## src/design/ffce_regs.svh

```systemverilog
// register offsets, field positions and reset values of the flag block
`ifndef FFCE_REGS_SVH
`define FFCE_REGS_SVH

`define FFCE_CTRL_OFS 8'h00
`define FFCE_AF_OFS 8'h04
`define FFCE_AE_OFS 8'h08
`define FFCE_STATUS_OFS 8'h0C
`define FFCE_COUNT_OFS 8'h10

`define FFCE_CTRL_W 6
`define FFCE_CTRL_RST 6'h00
`define FFCE_CTRL_AF_SYNC 4
`define FFCE_CTRL_HF_LO 2
`define FFCE_CTRL_HF_HI 3
`define FFCE_HF_SYNC_W 2'h1
`define FFCE_HF_SYNC_R 2'h2

`define FFCE_OFFSET_RST 16'h007F
`define FFCE_WORD_W 18
`define FFCE_DEPTH 2048

`define FFCE_SYNC_INIT 5'h1E
`define FFCE_PIN_RESET 0
`define FFCE_PIN_WEN2 1
`define FFCE_PIN_REN2 2
`define FFCE_PIN_FL 3
`define FFCE_PIN_ENHANCED_OPERATION_SELECT_N 4

`endif

```

## src/design/ffce_pkg.sv

```systemverilog
// types shared by the flag and expansion block
package ffce_pkg;

  typedef enum logic [1:0] {
    FFCE_STANDALONE = 2'b00,
    FFCE_PARALLEL = 2'b01,
    FFCE_MASTER = 2'b10,
    FFCE_SLAVE = 2'b11
  } ffce_group_t;

  typedef enum logic [2:0] {
    FFCE_SEL_CTRL = 3'h0,
    FFCE_SEL_AF = 3'h1,
    FFCE_SEL_AE = 3'h2,
    FFCE_SEL_STATUS = 3'h3,
    FFCE_SEL_COUNT = 3'h4,
    FFCE_SEL_NONE = 3'h7
  } ffce_sel_t;

  typedef struct packed {
    logic [4:0] stage1;
    logic [4:0] stage2;
    logic chain_prev;
    logic chain_fall;
  } ffce_sync_t;

endpackage

```

## src/design/ffce_sync_if.sv

```systemverilog
// synchronised pin levels handed from the pin stage to the flag logic
interface ffce_sync_if;
  logic dev_reset;
  logic wen2;
  logic ren2;
  logic first_load;
  logic enhanced;
  logic chain_fall;
  modport src(output dev_reset, wen2, ren2, first_load, enhanced,
    chain_fall);
  modport dst(input dev_reset, wen2, ren2, first_load, enhanced,
    chain_fall);
endinterface

```

## src/design/ffce_pin_sync.sv

```systemverilog
// two-flop synchronisers for the device pins and chain-input edge
`include "ffce_regs.svh"
module ffce_pin_sync (
  // clock and reset
  input wire logic pclk,
  input wire logic presetn,
  // raw pins
  input wire logic [4:0] pins,
  // synchronised view
  ffce_sync_if.src sif
);
  ffce_pkg::ffce_sync_t s_q;
  ffce_pkg::ffce_sync_t s_d;

  always_comb begin
    s_d = s_q;
    s_d.stage1 = pins;
    s_d.stage2 = s_q.stage1;
    s_d.chain_prev = s_q.stage2[`FFCE_PIN_WEN2];
    // token is a low pulse, so only the falling edge counts
    s_d.chain_fall = s_q.chain_prev & ~s_q.stage2[`FFCE_PIN_WEN2];
  end

  always_ff @(posedge pclk or negedge presetn) begin
    if (!presetn) begin
      s_q <= '{stage1: `FFCE_SYNC_INIT, stage2: `FFCE_SYNC_INIT,
        chain_prev: 1'b1, chain_fall: 1'b0};
    end else begin
      s_q <= s_d;
    end
  end

  assign sif.dev_reset = ~s_q.stage2[`FFCE_PIN_RESET];
  assign sif.wen2 = s_q.stage2[`FFCE_PIN_WEN2];
  assign sif.ren2 = s_q.stage2[`FFCE_PIN_REN2];
  assign sif.first_load = s_q.stage2[`FFCE_PIN_FL];
  assign sif.enhanced = ~s_q.stage2[`FFCE_PIN_ENHANCED_OPERATION_SELECT_N];
  assign sif.chain_fall = s_q.chain_fall;
endmodule // ffce_pin_sync

```

## src/design/ffce_top.sv

```systemverilog
// write-side flags, grouping mode and write-token logic of the fifo
//
// Summary of operation
// - four pins choose grouping mode at reset
// - both second enables low: standalone
// - reset drives chain outputs high; master/slave
// - register words zero-filled to 18 bits
// - full flag low when fifo holds depth
// - writes ignored while full
// - full after exactly depth writes
// - full flag changes on write ticks only
// - almost-full from fill level versus offset
// - offset resets to 127, loadable to depth
// - almost-full after depth minus offset writes
// - compatible mode: set on write, clear read
// - control bit 4 syncs almost-full to writes
// - shared pin: half-full or write token
// - last location written: token pulse, stop
// - token received: active at next write
// - half-full above half the depth
// - half-full after half depth plus one
// - control bits 3:2 pick half-full side
// - third load write goes to control
//
// Our own choices: register access over APB and the placing of the registers.
`include "ffce_regs.svh"
module ffce_top #(
  parameter int DEPTH = `FFCE_DEPTH
) (
  // apb slave
  input wire logic pclk,
  input wire logic presetn,
  input wire logic psel,
  input wire logic penable,
  input wire logic pwrite,
  input wire logic [7:0] paddr,
  input wire logic [31:0] pwdata,
  output logic [31:0] prdata,
  output logic pready,
  output logic pslverr,
  // fifo write and read side, same clock
  input wire logic write_tick,
  input wire logic write_enable_n,
  input wire logic read_tick,
  input wire logic read_enable_n,
  input wire logic register_load_n,
  input wire logic [17:0] write_data,
  // device pins
  input wire logic reset_n,
  input wire logic write_chain_in_or_second_write_enable,
  input wire logic read_chain_in_or_second_read_enable,
  input wire logic first_load_or_rewind,
  input wire logic enhanced_operation_select_n,
  // flags and words
  output logic full_flag_n,
  output logic almost_full_flag_n,
  output logic write_chain_out_or_half_full,
  output logic read_chain_out_or_delayed_empty,
  output logic [17:0] output_word
);
  localparam int AW = $clog2(DEPTH);
  localparam logic [AW:0] DEPTH_C = (AW + 1)'(DEPTH);
  localparam logic [AW:0] HALF_C = (AW + 1)'(DEPTH / 2);
  localparam logic [AW-1:0] LAST_C = AW'(DEPTH - 1);
  // a shallow build cannot hold the default offset; park it at full depth
  localparam logic [AW:0] OFS_RST = (AW + 1)'((DEPTH < `FFCE_OFFSET_RST) ?
    DEPTH : `FFCE_OFFSET_RST);

  typedef struct packed {
    ffce_pkg::ffce_group_t mode;
    logic enhanced;
    logic [`FFCE_CTRL_W-1:0] ctrl;
    logic [AW:0] af_off;
    logic [AW:0] ae_off;
    logic [AW:0] count;
    logic [AW-1:0] wptr;
    logic [1:0] wr_seq;
    logic [1:0] rd_seq;
    logic full_n;
    logic af_n;
    logic hf_n;
    logic wact;
    logic token_n;
    logic pin_q;
    logic [17:0] word;
    logic pready;
    logic pslverr;
    logic [31:0] prdata;
  } ffce_state_t;

  ffce_sync_if sif ();
  ffce_state_t s_q;
  ffce_state_t s_d;
  logic cascade;
  logic wr_ok;
  logic rd_ok;
  logic ld_wr;
  logic ld_rd;
  logic [AW:0] cnt_d;

  ffce_pin_sync u_sync (
    .pclk(pclk),
    .presetn(presetn),
    .pins({enhanced_operation_select_n, first_load_or_rewind,
      read_chain_in_or_second_read_enable,
      write_chain_in_or_second_write_enable, reset_n}),
    .sif(sif)
  );

  function automatic ffce_pkg::ffce_sel_t reg_sel(logic [7:0] a);
    case (a)
      `FFCE_CTRL_OFS: reg_sel = ffce_pkg::FFCE_SEL_CTRL;
      `FFCE_AF_OFS: reg_sel = ffce_pkg::FFCE_SEL_AF;
      `FFCE_AE_OFS: reg_sel = ffce_pkg::FFCE_SEL_AE;
      `FFCE_STATUS_OFS: reg_sel = ffce_pkg::FFCE_SEL_STATUS;
      `FFCE_COUNT_OFS: reg_sel = ffce_pkg::FFCE_SEL_COUNT;
      default: reg_sel = ffce_pkg::FFCE_SEL_NONE;
    endcase
  endfunction

  // three-step load walk; control step only exists in enhanced mode
  function automatic logic [1:0] seq_next(logic [1:0] q, logic enh);
    seq_next = (q == 2'h0) ? 2'h1 : (q == 2'h1 && enh) ? 2'h2 : 2'h0;
  endfunction

  // zero-filled 18-bit view of a load-sequence register
  function automatic logic [17:0] seq_word(logic [1:0] q,
      ffce_state_t st);
    seq_word = (q == 2'h0) ? 18'(st.ae_off) :
      (q == 2'h1) ? 18'(st.af_off) : 18'(st.ctrl);
  endfunction

  // active-low flag: falls on a set edge, rises on a clear edge
  function automatic logic flag_next(logic cur_n, logic hit,
      logic set_ev, logic clr_ev);
    flag_next = (set_ev && hit) ? 1'b0 :
      (clr_ev && !hit) ? 1'b1 : cur_n;
  endfunction

  function automatic logic [AW:0] clamp_ofs(logic [31:0] v);
    clamp_ofs = (v > 32'(DEPTH)) ? DEPTH_C : v[AW:0];
  endfunction

  always_comb begin
    s_d = s_q;
    cascade = (s_q.mode == ffce_pkg::FFCE_MASTER) ||
      (s_q.mode == ffce_pkg::FFCE_SLAVE);
    ld_wr = write_tick && !write_enable_n && !register_load_n;
    ld_rd = read_tick && !read_enable_n && !register_load_n;
    // partner flags are active low: a high full flag lets us write
    wr_ok = write_tick && !write_enable_n && register_load_n &&
      s_q.full_n && s_q.wact &&
      (s_q.mode != ffce_pkg::FFCE_PARALLEL || sif.wen2);
    rd_ok = read_tick && !read_enable_n && register_load_n &&
      (s_q.count != '0) &&
      (s_q.mode != ffce_pkg::FFCE_PARALLEL || sif.ren2);
    cnt_d = s_q.count + (AW + 1)'(wr_ok) - (AW + 1)'(rd_ok);

    // one clock domain, so the opposite pointer needs no copy
    if (write_tick) begin
      s_d.full_n = (cnt_d != DEPTH_C);
    end
    if (s_q.enhanced && s_q.ctrl[`FFCE_CTRL_AF_SYNC]) begin
      s_d.af_n = flag_next(s_q.af_n, (DEPTH_C - cnt_d) <= s_q.af_off,
        write_tick, write_tick);
    end else begin
      s_d.af_n = flag_next(s_q.af_n, (DEPTH_C - cnt_d) <= s_q.af_off,
        write_tick, read_tick);
    end
    if (s_q.enhanced &&
        s_q.ctrl[`FFCE_CTRL_HF_HI:`FFCE_CTRL_HF_LO] == `FFCE_HF_SYNC_W) begin
      s_d.hf_n = flag_next(s_q.hf_n, cnt_d > HALF_C, write_tick,
        write_tick);
    end else if (s_q.enhanced &&
        s_q.ctrl[`FFCE_CTRL_HF_HI:`FFCE_CTRL_HF_LO] == `FFCE_HF_SYNC_R) begin
      s_d.hf_n = flag_next(s_q.hf_n, cnt_d > HALF_C, read_tick,
        read_tick);
    end else begin
      s_d.hf_n = flag_next(s_q.hf_n, cnt_d > HALF_C, write_tick,
        read_tick);
    end
    s_d.count = cnt_d;
    if (wr_ok) begin
      s_d.wptr = (s_q.wptr == LAST_C) ? '0 : s_q.wptr + AW'(1);
    end

    // write token around the ring
    s_d.token_n = 1'b1;
    if (cascade && wr_ok && s_q.wptr == LAST_C) begin
      s_d.token_n = 1'b0;
      s_d.wact = 1'b0;
    end
    // a token arriving with our last write still wins
    if (cascade && sif.chain_fall) begin
      s_d.wact = 1'b1;
    end
    s_d.pin_q = cascade ? s_d.token_n : s_d.hf_n;

    if (ld_wr) begin
      unique case (s_q.wr_seq)
        2'h0: s_d.ae_off = clamp_ofs(32'(write_data));
        2'h1: s_d.af_off = clamp_ofs(32'(write_data));
        2'h2: s_d.ctrl = write_data[`FFCE_CTRL_W-1:0];
        default: s_d.wr_seq = 2'h0;
      endcase
      s_d.wr_seq = seq_next(s_q.wr_seq, s_q.enhanced);
    end
    if (ld_rd) begin
      s_d.word = seq_word(s_q.rd_seq, s_q);
      s_d.rd_seq = seq_next(s_q.rd_seq, s_q.enhanced);
    end

    // apb: decode in setup, answer in the first access cycle
    s_d.pready = psel && !penable && !s_q.pready;
    s_d.pslverr = 1'b0;
    if (psel && !penable && !s_q.pready) begin
      s_d.prdata = '0;
      s_d.pslverr = (reg_sel(paddr) == ffce_pkg::FFCE_SEL_NONE);
      unique case (reg_sel(paddr))
        ffce_pkg::FFCE_SEL_CTRL: s_d.prdata = 32'(s_q.ctrl);
        ffce_pkg::FFCE_SEL_AF: s_d.prdata = 32'(s_q.af_off);
        ffce_pkg::FFCE_SEL_AE: s_d.prdata = 32'(s_q.ae_off);
        ffce_pkg::FFCE_SEL_STATUS: s_d.prdata = 32'({s_q.enhanced,
          s_q.mode, s_q.wact, s_q.hf_n, s_q.af_n, s_q.full_n});
        ffce_pkg::FFCE_SEL_COUNT: s_d.prdata = 32'(s_q.count);
        ffce_pkg::FFCE_SEL_NONE: s_d.prdata = '0;
      endcase
    end
    if (psel && penable && s_q.pready && pwrite) begin
      unique case (reg_sel(paddr))
        ffce_pkg::FFCE_SEL_CTRL:
          s_d.ctrl = pwdata[`FFCE_CTRL_W-1:0];
        ffce_pkg::FFCE_SEL_AF: s_d.af_off = clamp_ofs(pwdata);
        ffce_pkg::FFCE_SEL_AE: s_d.ae_off = clamp_ofs(pwdata);
        ffce_pkg::FFCE_SEL_STATUS, ffce_pkg::FFCE_SEL_COUNT,
        ffce_pkg::FFCE_SEL_NONE: s_d.ae_off = s_d.ae_off;
      endcase
    end

    // device reset pin: capture the mode, park every flag
    if (sif.dev_reset) begin
      if (sif.wen2 && sif.ren2) begin
        s_d.mode = sif.first_load ? ffce_pkg::FFCE_SLAVE :
          ffce_pkg::FFCE_MASTER;
      end else if (sif.enhanced && sif.wen2 && !sif.ren2) begin
        s_d.mode = ffce_pkg::FFCE_PARALLEL;
      end else begin
        s_d.mode = ffce_pkg::FFCE_STANDALONE;
      end
      s_d.enhanced = sif.enhanced;
      s_d.wact = !(sif.wen2 && sif.ren2 && sif.first_load);
      s_d.ctrl = `FFCE_CTRL_RST;
      s_d.af_off = OFS_RST;
      s_d.ae_off = OFS_RST;
      s_d.count = '0;
      s_d.wptr = '0;
      s_d.wr_seq = 2'h0;
      s_d.rd_seq = 2'h0;
      s_d.full_n = 1'b1;
      s_d.af_n = 1'b1;
      s_d.hf_n = 1'b1;
      s_d.token_n = 1'b1;
      s_d.pin_q = 1'b1;
    end
  end

  always_ff @(posedge pclk or negedge presetn) begin
    if (!presetn) begin
      s_q <= '{mode: ffce_pkg::FFCE_STANDALONE, enhanced: 1'b0,
        ctrl: `FFCE_CTRL_RST, af_off: OFS_RST, ae_off: OFS_RST,
        count: '0, wptr: '0, wr_seq: 2'h0, rd_seq: 2'h0, full_n: 1'b1,
        af_n: 1'b1, hf_n: 1'b1, wact: 1'b1, token_n: 1'b1, pin_q: 1'b1,
        word: '0, pready: 1'b0, pslverr: 1'b0, prdata: '0};
    end else begin
      s_q <= s_d;
    end
  end

  assign prdata = s_q.prdata;
  assign pready = s_q.pready;
  assign pslverr = s_q.pslverr;
  assign full_flag_n = s_q.full_n;
  assign almost_full_flag_n = s_q.af_n;
  assign write_chain_out_or_half_full = s_q.pin_q;
  // read token is not modelled; the pin rests high
  assign read_chain_out_or_delayed_empty = s_q.token_n | 1'b1;
  assign output_word = s_q.word;
endmodule // ffce_top

```

## config.mk

```make
export PLATFORM = sky130hd
export DESIGN_NAME = ffce_top
export DESIGN_NICKNAME = d
export VERILOG_FILES = /design/src/design/ffce_pkg.sv /design/src/design/ffce_sync_if.sv /design/src/design/ffce_pin_sync.sv /design/src/design/ffce_top.sv
export VERILOG_INCLUDE_DIRS = /design/src /design/src/design
export SDC_FILE = /design/constraint.sdc
export NUM_CORES = 1
export LEC_CHECK = 0
export BUFFER_PORTS_ARGS = -buffer_cell sky130_fd_sc_hd__buf_4
export CAP_MARGIN = 20
export CORE_MARGIN = 2
export CORE_UTILIZATION = 30
export CTS_CLUSTER_DIAMETER = 150
export DETAILED_ROUTE_END_ITERATION = 10
export PLACE_DENSITY = 0.49
export SYNTH_ARGS = -nofsm -noshare
export SYNTH_HDL_FRONTEND = slang
export SYNTH_SLANG_ARGS = --single-unit
```

## constraint.sdc

```tcl
create_clock -name pclk -period 6.9 [get_ports pclk]
set_clock_uncertainty 0.2 [all_clocks]
set_input_delay 0.69 -clock pclk [delete_from_list [all_inputs] [get_ports pclk]]
set_output_delay 0.69 -clock pclk [all_outputs]
set_load 0.05 [all_outputs]
```

==> results.sh <==
export IMPL_hp_class="primary input to async pin"
export IMPL_criticalPathCategory="register to register"
export IMPL_grt_overflow_total=0
export IMPL_synth_cell_types=68
export IMPL_layout_drive_gt1_share_pct=22.0
export IMPL_dr_pass1_iters=6
export IMPL_cp_arrival_ps=5200
export IMPL_initial_core_util_pct=30.4
export IMPL_critPathSlowestCell="a2111oi_0"
export IMPL_r2r_slack_ps=1750
export IMPL_gp_congestion=0.840
export IMPL_place_hpwl_um=14100
export IMPL_pin_count=129
export IMPL_p_leak_nw=3.33
export IMPL_cts_resized=0
export IMPL_worstMarginPinSlew_ps=888
export IMPL_syn_inst=739
export IMPL_dp_cells=1068
export IMPL_diodes=0
export IMPL_total_power_w=0.00246
export IMPL_fin_setup_tns_ps=0
export IMPL_grt_pass1_wl_um=29800
export IMPL_ys_ff_latch=103
export IMPL_grt_pass1_vias=5346
export IMPL_min_period_over_period_pct=74.6
export IMPL_crit_family="simple AND/OR/NAND/NOR gates"
export IMPL_irDropWorstVdd_mv=0.188
export IMPL_vias_per_cell=5.08
export IMPL_antenna_found_initial=0
export IMPL_status="completed"
export IMPL_crit_fanout=4
export IMPL_cp_required_ps=6950
export IMPL_yosysTopAreaCell="dfrtp_1"
export IMPL_nets=904
export IMPL_rsz0062_at_grt="no"
export IMPL_fp_coreArea_um2=21700
export IMPL_die_area_um2=23200
export IMPL_synthFlopType="dfrtp_1"
export IMPL_crit_chain="inv_1 -> ha_1 -> nor4bb_1 -> a41oi_1 -> ha_1 -> inv_1 -> ha_1 -> fa_1 -> a21oi_2 -> o21ba_2 -> xnor2_1 -> nand2b_1 -> nor3_1 -> nand2_1 -> nor4b_1 -> xnor2_1 -> ha_1 -> nand4_1 -> nor2_1 -> a2111oi_0 -> o311ai_0"
export IMPL_die_y_um=152
export IMPL_clock_fmax_ghz=0.194
export IMPL_cts_made_buffers=9
export IMPL_rows=54
export IMPL_avgSynthCellArea_um2=8.93
export IMPL_cap_violations=0
export IMPL_synth_warnings=0
export IMPL_synth_commonest_cells="dfrtp_1 (75), nor2_1 (74), nand2_1 (73), buf_4 (52), o21ai_0 (47)"
export IMPL_cp_end_kind="register"
export IMPL_start_kind="register"
export IMPL_area_growth_pct=15.2
export IMPL_routed_wl_um=18600
export IMPL_yosysMostFrequentCell="dfrtp_1"
export IMPL_drc=0
export IMPL_synth_top_area_share_pct=28.4
export IMPL_finalHoldViolations=0
export IMPL_die_x_um=152
export IMPL_seqCellArea_um2=2610
export IMPL_hold_buffers=0
export IMPL_clk_pin_slew_worst_paths_ps=70
export IMPL_cts_buffer_depth=2
export IMPL_port_buffers=101
export IMPL_fillers=2301
export IMPL_cts_max_level=3
export IMPL_drtIter0Drc=471
export IMPL_grt_max_degree=54
export IMPL_preCtsSetupSlack_ps=1670
export IMPL_synth_edf_count=0
export IMPL_multiInputGateArea_um2=3410
export IMPL_ant_nets=0
export IMPL_cts_setup_buffers=0
export IMPL_synthTopCellsByArea="dfrtp_1 (28%), dfstp_2 (11%), buf_4 (5.9%)"
export IMPL_setup_ws_ps=1750
export IMPL_fin_crit_ps=5150
export IMPL_grt_usage_pct=16.1
export IMPL_async_flop_share_pct=100
export IMPL_slew_headroom_pct=40.6
export IMPL_cts_sinks=103
export IMPL_syn_area_um2=6600
export IMPL_finalSetupViolCount=0
export IMPL_cts_tree="yes"
export IMPL_slowest_delay_ps=500
export IMPL_wl_per_cell_um=17.2
export IMPL_path_common_cell="ha_1"
export IMPL_crit_buf_inv=2
export IMPL_maxSlewViolCount=0
export IMPL_clk_latency_ps=360
export IMPL_powerDensity_nw_per_um2=324
export IMPL_clock_root_buffer="clkbuf_16"
export IMPL_fin_cells=1084
export IMPL_vias=5509
export IMPL_seq_area_frac_synth_pct=39.6
[path summary, 6_finish.rpt]
kind,from,end,cells past startpoint
max,s_q[76],almost_full_flag_n,21
min,presetn,s_q[112],1
max reg2reg,s_q[76],almost_full_flag_n,21
min reg2reg,u_sync.s_d[4],u_sync.sif.ren2,0
max in group asynchronous,presetn,pslverr,2
min in group pclk,u_sync.s_d[4],u_sync.sif.ren2,0
[state kept, by name, indices dropped and copies added, names as in the netlist]
| register | cells |
|---|---|
| prdata | 12 |
| output_word | 12 |
| s_q | 62 |
| full_flag_n | 1 |
| pready | 1 |
| u_sync.sif.first_load | 1 |
| u_sync.sif.chain_fall | 1 |
| almost_full_flag_n | 1 |
| u_sync.s_d | 5 |
| write_chain_out_or_half_full | 1 |
| u_sync.sif.wen2 | 1 |
| u_sync.s_q | 3 |
| u_sync.sif.ren2 | 1 |
| pslverr | 1 |
[through the flow]
stage	hold slack, ps	utilization, %	instance area (um2)
global route	165	35.0	7600
CTS	158	35.0	7600
finish	157	35.0	7600
floorplan	131	-	6690
global placement	135	33.7	7310
detailed placement	147	33.7	7310
[worst register-to-register path: stages (launching register included)]
cell       delay [ps]
dfrtp_1           420
inv_1             100
ha_1              140
nor4bb_1          290
a41oi_1           160
ha_1              300
inv_1              40
ha_1              190
fa_1              430
a21oi_2           170
o21ba_2           180
xnor2_1           110
nand2b_1          200
nor3_1            290
nand2_1           120
nor4b_1           370
xnor2_1           170
ha_1              260
nand4_1           140
nor2_1             60
a2111oi_0         500
o311ai_0          220
[where the power goes]
part | internal [W] | total, W | leakage [nW] | switching (W)
Combinational | 0.000499 | 0.00124 | 1.89 | 0.000737
Clock | 0.000263 | 0.000512 | 0.143 | 0.000249
Sequential | 0.000665 | 0.000712 | 1.30 | 0.0000473
[routing by layer]
metal  part of all wire [%]  vias up  wire length (um)  global-route usage [%]
met1                     48     2643              8930                    23.3
met3                    5.9       16              1110                    3.30
met5                      0        -                 0                       0
met2                     45      181              8370                    24.7
met4                    1.3        0               243                    3.78
li1                       -     2669                 -                       -
[cell families after synthesis]
kind of cell / Yosys count / share of synthesized area, %
adders and majority gates: 32 / 6.18
other: 2 / 0.114
and+or+nand+nor: 250 / 18.7
buffers and inverters: 119 / 10.1
DFF: 103 / 39.6
AOI/OAI and AO/OA: 183 / 17.9
xor gates and xnor gates: 22 / 2.92
muxes: 28 / 4.40
[cells in the final DEF, fill, tap and decap left out, types with 5 or more instances in the layout]
cell and count:
inv_1 35, nor2_1 74, xor2_1 8, and2_1 7, a21oi_1 40, clkbuf_16 9
ha_1 31, nand2b_1 9, a31oi_1 6, dfrtp_1 75, xnor2_1 14, o21ai_1 10
a21o_1 5, conb_1 27, o21ai_0 47, nor2b_1 8, nor4_1 12, nand4_1 6
dfstp_2 28, a211oi_1 34, mux2i_1 20, nand3_1 14, nor3_1 16, a222oi_1 12
mux2_2 8, buf_4 107, nand2_1 73, o31ai_1 12
[cell type report]
type                    instances  share of cell area, %
clock inverters                 5                  0.609
clock buffers                  11                   3.19
flip-flops and latches        103                   34.4
multi-input cells             542                   44.9
inverters                      36                   1.78
well taps                     280                   4.61
repair buffers                107                   10.6
Note: power is estimated with default switching activity, not from simulation.
